==> src/shared/ocst_defs.vh <==
// Constants for the output clamp and self-test control block.
// Assumes a 20 MHz core clock and the register write port of ocst_top.
`ifndef OCST_DEFS_VH
`define OCST_DEFS_VH

// ==========================================================
// Register offsets
`define OCST_ADDR_W 5
`define OCST_OFF_LIMIT 5'h08
`define OCST_OFF_COIL 5'h09
`define OCST_OFF_CFG 5'h0B
`define OCST_OFF_TEST 5'h0C
`define OCST_OFF_TRIM 5'h13

// ==========================================================
// Field positions
`define OCST_LIM_HI_MSB 11
`define OCST_LIM_HI_LSB 0
`define OCST_LIM_LO_MSB 23
`define OCST_LIM_LO_LSB 12
`define OCST_GAIN_MSB 11
`define OCST_GAIN_LSB 0
`define OCST_OFS_MSB 23
`define OCST_OFS_LSB 12
`define OCST_CAD_MSB 14
`define OCST_CAD_LSB 13
`define OCST_CFG_TEST_EN 0
`define OCST_CFG_ACK_LOGIC 1
`define OCST_CFG_ACK_COIL 2
`define OCST_CFG_FAULT_HIZ 3
`define OCST_CFG_COIL_REP_DIS 4
`define OCST_CFG_COMP_DIS 5
`define OCST_CFG_OOR_DIS 6
`define OCST_TEST_RUN 0
`define OCST_TEST_FAIL 1
`define OCST_TEST_COIL_ERR 2
`define OCST_TEST_OOR 3
`define OCST_TEST_HOLD 4

// ==========================================================
// Reset values and codes
`define OCST_LIMIT_RST 24'h000FFF
`define OCST_ZERO24 24'h000000
`define OCST_CAD_OFF 2'h3
`define OCST_CAD_0 2'h0
`define OCST_CAD_1 2'h1
`define OCST_SMAX 14'sh07FF
`define OCST_SMIN 14'sh3800
`define OCST_SMAX12 12'h7FF
`define OCST_SMIN12 12'h800
`define OCST_MODE_CONT 2'h0
`define OCST_MODE_TRIG 2'h1

// ==========================================================
// Timing
`define OCST_CLK_HZ 20000000
`define OCST_SMP_HZ 16000
`define OCST_STIM_HZ 128000
`define OCST_CHK_HZ 8000
`define OCST_SMP_CYC (`OCST_CLK_HZ / `OCST_SMP_HZ)
`define OCST_STIM_CYC (`OCST_CLK_HZ / `OCST_STIM_HZ)
`define OCST_CHK_CYC (`OCST_CLK_HZ / `OCST_CHK_HZ)
`define OCST_CYC_PER_MS (`OCST_CLK_HZ / 1000)
`define OCST_COIL_ON_MS 16
`define OCST_COIL_OFF1_MS 16
`define OCST_COIL_OFF2_MS 4080
`define OCST_TEST_MS 10
`define OCST_REQ_TICKS 15

`endif

==> src/hdl/ocst_top.v <==
// Output clamp, coil check scheduling and logic self-test control.
// Assumes a register write port from the serial decoder and an encoder
// that frames the samples and acknowledge messages on the shared line.
`timescale 1ns/100ps
`include "ocst_defs.vh"

module ocst_top #(
    parameter COIL_ON_CYC = `OCST_COIL_ON_MS * `OCST_CYC_PER_MS,
    parameter COIL_OFF1_CYC = `OCST_COIL_OFF1_MS * `OCST_CYC_PER_MS,
    parameter COIL_OFF2_CYC = `OCST_COIL_OFF2_MS * `OCST_CYC_PER_MS,
    parameter TEST_CYC = `OCST_TEST_MS * `OCST_CYC_PER_MS,
    parameter TICK_CYC = 60
) (
    // Clock and reset
    input wire clk,
    input wire rst_n,
    // Register port
    input wire [4:0] reg_addr,
    input wire reg_wr,
    input wire reg_rd,
    input wire [23:0] reg_wdata,
    output reg [23:0] reg_rdata,
    // Sample path
    input wire [11:0] lin_sample,
    input wire adc_over_range,
    output wire [11:0] out_sample,
    output reg out_sample_valid,
    // Coil front end
    input wire coil_dev_over,
    output reg coil_stim_sel,
    output wire coil_comp_on,
    // Logic test engine
    input wire logic_test_fail,
    output wire logic_test_run,
    // Shared line and encoder
    input wire [1:0] out_mode,
    input wire line_in,
    input wire msg_end,
    input wire data_window,
    input wire diag_fn_pulse,
    output reg out_hiz,
    output reg out_diag,
    output wire ack_valid,
    output wire ack_coil,
    output reg ack_pass,
    input wire ack_done
);

    localparam ST_IDLE = 5'b00001;
    localparam ST_TEST = 5'b00010;
    localparam ST_ACKL = 5'b00100;
    localparam ST_ACKA = 5'b01000;
    localparam ST_HOLD = 5'b10000;
    localparam [11:0] REQ_CYC = `OCST_REQ_TICKS * TICK_CYC;

    reg [23:0] limit_reg;
    reg [23:0] coil_reg;
    reg [23:0] trim_reg;
    reg [6:0] cfg_reg;
    reg [4:0] state_reg;
    reg [4:0] state_next;
    reg [10:0] smp_cnt_reg;
    reg [7:0] stim_cnt_reg;
    reg [11:0] chk_cnt_reg;
    reg [26:0] phase_cnt_reg;
    reg phase_on_reg;
    reg coil_err_reg;
    reg logic_fail_reg;
    reg abist_err_reg;
    reg oor_reg;
    reg [17:0] test_cnt_reg;
    reg [1:0] low_msgs_reg;
    reg msg_high_reg;
    reg [11:0] low_cnt_reg;
    reg trig_armed_reg;
    reg [26:0] off_cyc;
    wire [1:0] cadence;
    wire smp_tick;
    wire chk_tick;
    wire coil_active;
    wire sat_flag;
    wire line_req;
    wire reg_run;
    wire start;
    wire test_done;
    wire any_err;
    wire fault;

    // ==========================================================
    // Register writes
    assign reg_run = reg_wr && (reg_addr == `OCST_OFF_TEST) &&
        reg_wdata[`OCST_TEST_RUN];

    always @(posedge clk or negedge rst_n) begin
        if (!rst_n) begin
            limit_reg <= `OCST_LIMIT_RST;
            coil_reg <= `OCST_ZERO24;
            trim_reg <= `OCST_ZERO24;
            cfg_reg <= 7'h00;
        end else if (reg_wr) begin
            if (reg_addr == `OCST_OFF_LIMIT) begin
                limit_reg <= reg_wdata;
            end else if (reg_addr == `OCST_OFF_COIL) begin
                coil_reg <= reg_wdata;
            end else if (reg_addr == `OCST_OFF_TRIM) begin
                trim_reg <= reg_wdata;
            end else if (reg_addr == `OCST_OFF_CFG) begin
                cfg_reg <= reg_wdata[6:0];
            end
        end
    end

    // Reads are registered; unmapped offsets return zero.
    always @(posedge clk or negedge rst_n) begin
        if (!rst_n) begin
            reg_rdata <= `OCST_ZERO24;
        end else if (reg_rd) begin
            if (reg_addr == `OCST_OFF_LIMIT) begin
                reg_rdata <= limit_reg;
            end else if (reg_addr == `OCST_OFF_COIL) begin
                reg_rdata <= coil_reg;
            end else if (reg_addr == `OCST_OFF_TRIM) begin
                reg_rdata <= trim_reg;
            end else if (reg_addr == `OCST_OFF_CFG) begin
                reg_rdata <= {17'h00000, cfg_reg};
            end else if (reg_addr == `OCST_OFF_TEST) begin
                reg_rdata <= {19'h00000, state_reg == ST_HOLD, oor_reg,
                    coil_err_reg, logic_fail_reg, state_reg == ST_TEST};
            end else begin
                reg_rdata <= `OCST_ZERO24;
            end
        end
    end

    // ==========================================================
    // Rate dividers
    assign smp_tick = (smp_cnt_reg == `OCST_SMP_CYC - 1);
    assign chk_tick = (chk_cnt_reg == `OCST_CHK_CYC - 1);

    always @(posedge clk or negedge rst_n) begin
        if (!rst_n) begin
            smp_cnt_reg <= 11'h000;
            chk_cnt_reg <= 12'h000;
            stim_cnt_reg <= 8'h00;
            coil_stim_sel <= 1'b0;
            out_sample_valid <= 1'b0;
        end else begin
            smp_cnt_reg <= smp_tick ? 11'h000 : smp_cnt_reg + 11'h001;
            chk_cnt_reg <= chk_tick ? 12'h000 : chk_cnt_reg + 12'h001;
            out_sample_valid <= smp_tick;
            if (!coil_active) begin
                stim_cnt_reg <= 8'h00;
                coil_stim_sel <= 1'b0;
            end else if (stim_cnt_reg == `OCST_STIM_CYC / 2 - 1) begin
                stim_cnt_reg <= 8'h00;
                coil_stim_sel <= ~coil_stim_sel;
            end else begin
                stim_cnt_reg <= stim_cnt_reg + 8'h01;
            end
        end
    end

    // ==========================================================
    // Sample path
    ocst_trim u_trim (
        .clk(clk),
        .rst_n(rst_n),
        .smp_tick(smp_tick),
        .lin_sample(lin_sample),
        .trim_cfg(trim_reg),
        .limit_cfg(limit_reg),
        .clamp_out(out_sample),
        .sat_flag(sat_flag)
    );

    // ==========================================================
    // Coil compensation cadence and coil check
    assign cadence = coil_reg[`OCST_CAD_MSB:`OCST_CAD_LSB];
    // Cadence 3 still drives the stimulus while a requested test runs.
    assign coil_active = (cadence != `OCST_CAD_OFF) ||
        (state_reg == ST_TEST);
    assign coil_comp_on = phase_on_reg && (cadence != `OCST_CAD_OFF) &&
        !cfg_reg[`OCST_CFG_COMP_DIS];

    always @* begin
        if (cadence == `OCST_CAD_0) begin
            off_cyc = 27'd0;
        end else if (cadence == `OCST_CAD_1) begin
            off_cyc = COIL_OFF1_CYC[26:0];
        end else begin
            off_cyc = COIL_OFF2_CYC[26:0];
        end
    end

    always @(posedge clk or negedge rst_n) begin
        if (!rst_n) begin
            phase_cnt_reg <= 27'd0;
            phase_on_reg <= 1'b1;
        end else if (cadence == `OCST_CAD_OFF) begin
            phase_cnt_reg <= 27'd0;
            phase_on_reg <= 1'b1;
        end else if (phase_on_reg &&
                phase_cnt_reg >= COIL_ON_CYC[26:0] - 27'd1) begin
            phase_cnt_reg <= 27'd0;
            phase_on_reg <= (off_cyc == 27'd0);
        end else if (!phase_on_reg && phase_cnt_reg >= off_cyc - 27'd1) begin
            phase_cnt_reg <= 27'd0;
            phase_on_reg <= 1'b1;
        end else begin
            phase_cnt_reg <= phase_cnt_reg + 27'd1;
        end
    end

    // The verdict only moves in the on phase while cadence is not 3.
    always @(posedge clk or negedge rst_n) begin
        if (!rst_n) begin
            coil_err_reg <= 1'b0;
        end else if (chk_tick && phase_on_reg &&
                cadence != `OCST_CAD_OFF) begin
            coil_err_reg <= coil_dev_over;
        end
    end

    // ==========================================================
    // Fault reporting
    always @(posedge clk or negedge rst_n) begin
        if (!rst_n) begin
            oor_reg <= 1'b0;
        end else if (smp_tick) begin
            oor_reg <= sat_flag || adc_over_range;
        end
    end

    assign fault = (oor_reg && !cfg_reg[`OCST_CFG_OOR_DIS]) ||
        (coil_err_reg && cadence != `OCST_CAD_OFF &&
        !cfg_reg[`OCST_CFG_COIL_REP_DIS]);

    // ==========================================================
    // Self-test requests from the line
    always @(posedge clk or negedge rst_n) begin
        if (!rst_n) begin
            low_msgs_reg <= 2'h0;
            msg_high_reg <= 1'b0;
            low_cnt_reg <= 12'h000;
            trig_armed_reg <= 1'b0;
        end else begin
            if (out_mode != `OCST_MODE_CONT || state_reg != ST_IDLE) begin
                low_msgs_reg <= 2'h0;
                msg_high_reg <= 1'b0;
            end else if (msg_end) begin
                // A message counts only if the line never went high in it.
                low_msgs_reg <= (msg_high_reg || line_in) ? 2'h0 :
                    low_msgs_reg + 2'h1;
                msg_high_reg <= 1'b0;
            end else if (line_in) begin
                msg_high_reg <= 1'b1;
            end
            if (out_mode != `OCST_MODE_TRIG || state_reg != ST_IDLE) begin
                low_cnt_reg <= 12'h000;
                trig_armed_reg <= 1'b0;
            end else if (line_in) begin
                low_cnt_reg <= 12'h000;
                trig_armed_reg <= 1'b0;
            end else if (data_window && !trig_armed_reg) begin
                if (low_cnt_reg == REQ_CYC - 12'h001) begin
                    trig_armed_reg <= 1'b1;
                end
                low_cnt_reg <= low_cnt_reg + 12'h001;
            end
        end
    end

    // The triggered request fires when the controller releases the line.
    assign line_req =
        (out_mode == `OCST_MODE_CONT && low_msgs_reg == 2'h2) ||
        (out_mode == `OCST_MODE_TRIG && trig_armed_reg && line_in) ||
        (out_mode[1] && diag_fn_pulse);

    // ==========================================================
    // Self-test sequence
    assign start = (state_reg == ST_IDLE) &&
        cfg_reg[`OCST_CFG_TEST_EN] && (line_req || reg_run);
    assign test_done = (test_cnt_reg == TEST_CYC[17:0] - 18'd1);
    assign logic_test_run = (state_reg == ST_TEST);
    assign ack_valid = (state_reg == ST_ACKL) || (state_reg == ST_ACKA);
    assign ack_coil = (state_reg == ST_ACKA);
    assign any_err = logic_fail_reg || abist_err_reg;

    always @* begin
        state_next = state_reg;
        case (state_reg)
            ST_IDLE: begin
                if (start) begin
                    state_next = ST_TEST;
                end
            end
            ST_TEST: begin
                if (test_done) begin
                    if (cfg_reg[`OCST_CFG_ACK_LOGIC]) begin
                        state_next = ST_ACKL;
                    end else if (cfg_reg[`OCST_CFG_ACK_COIL]) begin
                        state_next = ST_ACKA;
                    end else if (logic_test_fail || (cadence ==
                            `OCST_CAD_OFF && coil_dev_over)) begin
                        state_next = ST_HOLD;
                    end else begin
                        state_next = ST_IDLE;
                    end
                end
            end
            ST_ACKL: begin
                if (ack_done) begin
                    if (cfg_reg[`OCST_CFG_ACK_COIL]) begin
                        state_next = ST_ACKA;
                    end else begin
                        state_next = any_err ? ST_HOLD : ST_IDLE;
                    end
                end
            end
            ST_ACKA: begin
                if (ack_done) begin
                    state_next = any_err ? ST_HOLD : ST_IDLE;
                end
            end
            ST_HOLD: begin
                state_next = ST_HOLD;
            end
            default: begin
                state_next = ST_IDLE;
            end
        endcase
    end

    always @(posedge clk or negedge rst_n) begin
        if (!rst_n) begin
            state_reg <= ST_IDLE;
            test_cnt_reg <= 18'd0;
            logic_fail_reg <= 1'b0;
            abist_err_reg <= 1'b0;
            ack_pass <= 1'b1;
        end else begin
            state_reg <= state_next;
            test_cnt_reg <= (state_reg == ST_TEST) ?
                test_cnt_reg + 18'd1 : 18'd0;
            if (start) begin
                logic_fail_reg <= 1'b0;
                abist_err_reg <= 1'b0;
            end else if (state_reg == ST_TEST && test_done) begin
                logic_fail_reg <= logic_test_fail;
                // The coil verdict is only trusted with cadence 3.
                abist_err_reg <= (cadence == `OCST_CAD_OFF) &&
                    coil_dev_over;
            end
            if (state_next == ST_ACKL) begin
                // The verdict register is only loaded at this same edge.
                ack_pass <= (state_reg == ST_TEST) ? !logic_test_fail :
                    !logic_fail_reg;
            end else if (state_next == ST_ACKA) begin
                ack_pass <= (state_reg == ST_TEST) ?
                    !(cadence == `OCST_CAD_OFF && coil_dev_over) :
                    !abist_err_reg;
            end
        end
    end

    // ==========================================================
    // Output line state
    always @(posedge clk or negedge rst_n) begin
        if (!rst_n) begin
            out_hiz <= 1'b1;
            out_diag <= 1'b0;
        end else begin
            out_hiz <= (state_next == ST_TEST) || (state_next == ST_HOLD) ||
                (fault && cfg_reg[`OCST_CFG_FAULT_HIZ]);
            out_diag <= fault && !cfg_reg[`OCST_CFG_FAULT_HIZ];
        end
    end

endmodule // ocst_top

==> src/hdl/ocst_trim.v <==
// Post-linearization gain and offset trim followed by the output clamp.
// Assumes smp_tick is a one-cycle strobe at the output sample rate.
`timescale 1ns/100ps
`include "ocst_defs.vh"

module ocst_trim (
    // Clock and reset
    input wire clk,
    input wire rst_n,
    // Sample strobe and linearized input
    input wire smp_tick,
    input wire [11:0] lin_sample,
    // Settings
    input wire [23:0] trim_cfg,
    input wire [23:0] limit_cfg,
    // Result
    output reg [11:0] clamp_out,
    output reg sat_flag
);

    wire signed [11:0] s_in;
    wire signed [11:0] gain;
    wire signed [11:0] ofs;
    wire signed [23:0] prod;
    wire signed [13:0] sum;
    reg signed [11:0] sat;
    reg [11:0] uns;
    reg [11:0] lim;
    wire [11:0] lim_hi;
    wire [11:0] lim_lo;

    // ==========================================================
    // Gain and offset trim
    assign s_in = lin_sample;
    assign gain = trim_cfg[`OCST_GAIN_MSB:`OCST_GAIN_LSB];
    assign ofs = trim_cfg[`OCST_OFS_MSB:`OCST_OFS_LSB];
    assign prod = s_in * gain;
    // Sample plus sample times gain at 2^-11, then the offset.
    assign sum = {{2{s_in[11]}}, s_in} + {prod[23], prod[23:11]} +
        {{2{ofs[11]}}, ofs};
    assign lim_hi = limit_cfg[`OCST_LIM_HI_MSB:`OCST_LIM_HI_LSB];
    assign lim_lo = limit_cfg[`OCST_LIM_LO_MSB:`OCST_LIM_LO_LSB];

    // ==========================================================
    // Saturation, offset binary and clamp
    always @* begin
        if (sum > `OCST_SMAX) begin
            sat = `OCST_SMAX12;
        end else if (sum < $signed(`OCST_SMIN)) begin
            sat = `OCST_SMIN12;
        end else begin
            sat = sum[11:0];
        end
        // Adding 2048 to a 12-bit signed value only flips its top bit.
        uns = {~sat[11], sat[10:0]};
        // Limits crossed over give lim_hi above it, else lim_lo; software keeps order.
        if (uns > lim_hi) begin
            lim = lim_hi;
        end else if (uns < lim_lo) begin
            lim = lim_lo;
        end else begin
            lim = uns;
        end
    end

    always @(posedge clk or negedge rst_n) begin
        if (!rst_n) begin
            clamp_out <= 12'h000;
            sat_flag <= 1'b0;
        end else if (smp_tick) begin
            clamp_out <= lim;
            sat_flag <= (sum > `OCST_SMAX) || (sum < $signed(`OCST_SMIN));
        end
    end

endmodule // ocst_trim

==> config.mk <==
export PLATFORM = sky130hd
export DESIGN_NAME = ocst_top
export DESIGN_NICKNAME = d
export VERILOG_FILES = /design/src/hdl/ocst_top.v /design/src/hdl/ocst_trim.v
export VERILOG_INCLUDE_DIRS = /design/src /design/src/shared
export SDC_FILE = /design/constraint.sdc
export NUM_CORES = 1
export LEC_CHECK = 0
export BUFFER_PORTS_ARGS = -buffer_cell sky130_fd_sc_hd__buf_2
export CAP_MARGIN = 20
export CORE_MARGIN = 10
export CORE_UTILIZATION = 64
export CTS_BUF_LIST = sky130_fd_sc_hd__clkbuf_8
export CTS_CLUSTER_DIAMETER = 100
export DETAILED_ROUTE_END_ITERATION = 12
export PLACE_DENSITY_LB_ADDON = 0.25
export SYNTH_ARGS = -nofsm -noshare
export SYNTH_HDL_FRONTEND = slang
export SYNTH_HIERARCHICAL = 1
export SYNTH_SLANG_ARGS = --single-unit
==> constraint.sdc <==
create_clock -name clk -period 10.2 [get_ports clk]
set_input_delay 1.02 -clock clk [delete_from_list [all_inputs] [get_ports clk]]
set_output_delay 1.02 -clock clk [all_outputs]
set_load 0.05 [all_outputs]
==> impl_metrics.csv <==
group,metric,value,unit
worst_setup_path,worst_ep_required_time,10.59,ns
drt,wl_per_cell,19.20,um
clock_network,numClockSinks,223,
synthesis,synth_edf_count,0,
clock_network,clock-root-buffer,"clkbuf_8",
sta,worst_pin_slew,1.114,ns
finish,largest_register_ffs,27,
drt,viasPerCell,6.021,
job,drv_cap,0,
die,die_area,34300,sq um
sta,hold_viol_final,0,
sta,max_clock_freq,102.4,MHz
synthesis,syn_area,17470,sq um
synthesis,synthDistinctLibCells,88,
grt,track_usage,25.69,%
drt,first_pass_iters,6,
grt,overflow,0,
synthesis,syn_nets,2032,
worst_hold_path,hold_path.class,"flip-flop to flip-flop",
grt,grt_pass1_vias,13917,
worst_setup_path,crit_type,"primary input to flip-flop",
clock_network,clk_latency,0.56,ns
clock_network,cts_buffers,37,
worst_setup_path,cp_max_fo,9,
sta,clock_skew,0.03868,ns
finish,layout.cells.non_filler,2230,
drt,ant_nets,0,
synthesis,postSynth.asyncResetShare,100.0,%
worst_setup_path,path_depth,41,
sta,period_needed,9.765,ns
clock_network,h-tree-depth,2,
synthesis,syn_area_per_cell,10.16,sq um
place,place_congestion,0.9567,
die,num_rows,60,
grt,grt_max_degree,147,
synthesis,syn-instance-count,1720,
worst_setup_path,cp-start-kind,"primary input",
worst_setup_path,cp.buffers_inverters,9,
die,io_pins,100,
finish,areaGrowthSynthToFinish,11.65,%
clock_network,clk_transition_reported_paths,0.06,ns
worst_setup_path,startpoint,"lin_sample[4]",
place,dp_hpwl,32960,um
finish,drive_gt1_share,18.70,%
synthesis,synth_common_cells,"220 x inv_1, 207 x dfrtp_1, 150 x fa_1",
grt,grt_pass1_wl,70990,um
worst_setup_path,cpLargestDelayFamily,"adder cells",
drt,detail_route.wirelength,42830,um
synthesis,yosysMostFrequentCell,"inv_1",
worst_setup_path,critPathSlowestCell,"fa_1",
place,placed_cells,2158,
place,port_buffers,99,
die,fp.dieW,185.2,um
drt,drtIter0Drc,1159,
worst_setup_path,regToRegEndpoint,"u_trim/clamp_out[5]",
synthesis,synth_top_area_share,29.65,%
synthesis,yosysWarnings,6,
worst_setup_path,cp-end-kind,"flip-flop",
die,core_area,26880,sq um
die,start_util,65.00,%
worst_setup_path,timing.rr.start,"trim_reg[5]",
place,place_area,18600,sq um
sta,maxSlewViolCount,0,
run_status,outcome,"completed",
clock_network,tritoncts,"built",
clock_network,clk_path_buf_depth,3,
clock_network,cts_hold_buf,0,
grt,antenna_found_initial,0,
drt,num_vias,13427,
sta,finalSetupViolations,0,
worst_setup_path,cp.arrival,10.15,ns
worst_setup_path,crit_end,"u_trim/clamp_out[5]",
worst_setup_path,slowest_delay,0.54,ns
synthesis,synth_ff_type,"dfrtp_1",
sta,fin_crit_sh,95.73,%
worst_setup_path,reg2reg_slack,0.47,ns
synthesis,yosys-top-cells-area,"dfrtp_1 30%, fa_1 17%, ha_1 7.7%",
finish,fillerInstances,1971,
synthesis,ys_seq_elements,223,
finish,stdcell_area,19500,sq um
synthesis,synth_area_leader_cell,"dfrtp_1",
synthesis,synth-seq-area-share,32.06,%
finish,finalNetCount,2172,
die,die_h,185.2,um
drt,drc,0,
sta,slew_headroom,25.71,%
worst_setup_path,ff2ff_path_depth,38,
==> worst min-delay path by stage <==
stage / cells after the start / slack (ns) / to / startpoint
2_1_floorplan: 1 / 0.44 / out_diag / cfg_reg[3]
3_3_place_gp: 1 / 0.47 / phase_cnt_reg[0] / phase_cnt_reg[0]
3_5_place_dp: 1 / 0.49 / out_diag / cfg_reg[3]
4_1_cts: 1 / 0.49 / phase_cnt_reg[0] / phase_cnt_reg[0]
5_1_grt: 1 / 0.52 / coil_reg[9] / coil_reg[9]
6_report: 1 / 0.49 / phase_cnt_reg[0] / phase_cnt_reg[0]
==> kinds of logic (layout without fill, tap and decap cells) <==
logic type / Yosys count / in the layout / share of synthesized area, %
simple gates: 519 / 519 / 15.30
buf+inv: 285 / 453 / 6.482
mux: 99 / 99 / 6.260
flops: 223 / 223 / 32.06
fa+ha+maj: 257 / 257 / 24.85
compound gates: 231 / 231 / 9.684
xor+xnor: 106 / 106 / 5.358
other cells: 0 / 1 / 0
==> repair_timing <==
action | 4_1_cts | 5_1_grt
resized for setup | 0 | 16
buffers inserted | 0 | 2
endpoints found under the hold margin | 0 | 0
setup endpoints to repair | 0 | 12
==> area by class of cell <==
class                           count  area [sq um]  share of cell area [%]
Antenna cell                        1         2.502                 0.01283
Clock buffer                       48         660.6                   3.387
Clock inverter                     19         141.4                  0.7249
Inverter                          222         833.3                   4.273
Multi-Input combinational cell   1212         10800                   55.36
Sequential cell                   223          5604                   28.73
Tap cell                          341         426.7                   2.188
Timing Repair Buffer              164          1039                   5.325
==> layout by cell type (no fill, tap or decap), types with 13 or more instances in the layout <==
cell,synthesis,layout
buf_2,11,98
nor2b_1,13,13
fa_1,150,150
a211oi_1,29,29
nand4_1,27,27
xor2_1,48,48
buf_4,1,60
and3_1,18,18
mux2i_1,17,17
clkbuf_8,0,48
a222oi_1,22,22
a21oi_1,54,51
inv_1,220,231
dfrtp_1,207,204
xnor2_1,57,57
nand3_1,51,51
ha_1,107,107
mux2_2,81,81
nand2_1,128,127
dfstp_2,16,16
nor2_1,124,123
o21ai_0,25,23
a21o_1,16,16
and2_1,58,58
nor3_1,25,24
==> through the flow <==
stage | hold WS, ns | utilization, % | setup TNS [ns] | worst slack [ns]
detailed placement | 0.4850 | 69.21 | -3.219 | -0.3215
global placement | 0.4730 | 69.21 | 0 | 0.02978
finish | 0.4889 | 72.57 | 0 | 0.4351
global route | 0.5154 | 72.56 | -0.0009877 | -0.0009877
floorplan | 0.4443 | - | 0 | 0.2899
CTS | 0.4938 | 72.20 | 0 | 0.1560
==> routing by layer <==
metal  vias to the layer above  global-route usage [%]  part of all wire (%)
met4                         0                   7.997                   2.9
met2                       475                   41.80                    48
met3                        83                   4.350                   6.9
li1                       6138                       -                     -
met5                         -                  0.4601                     0
met1                      6731                   34.40                    42
Power is not shown: default switching activity piles up to over one toggle a cycle in this logic, so the estimate is an artifact.
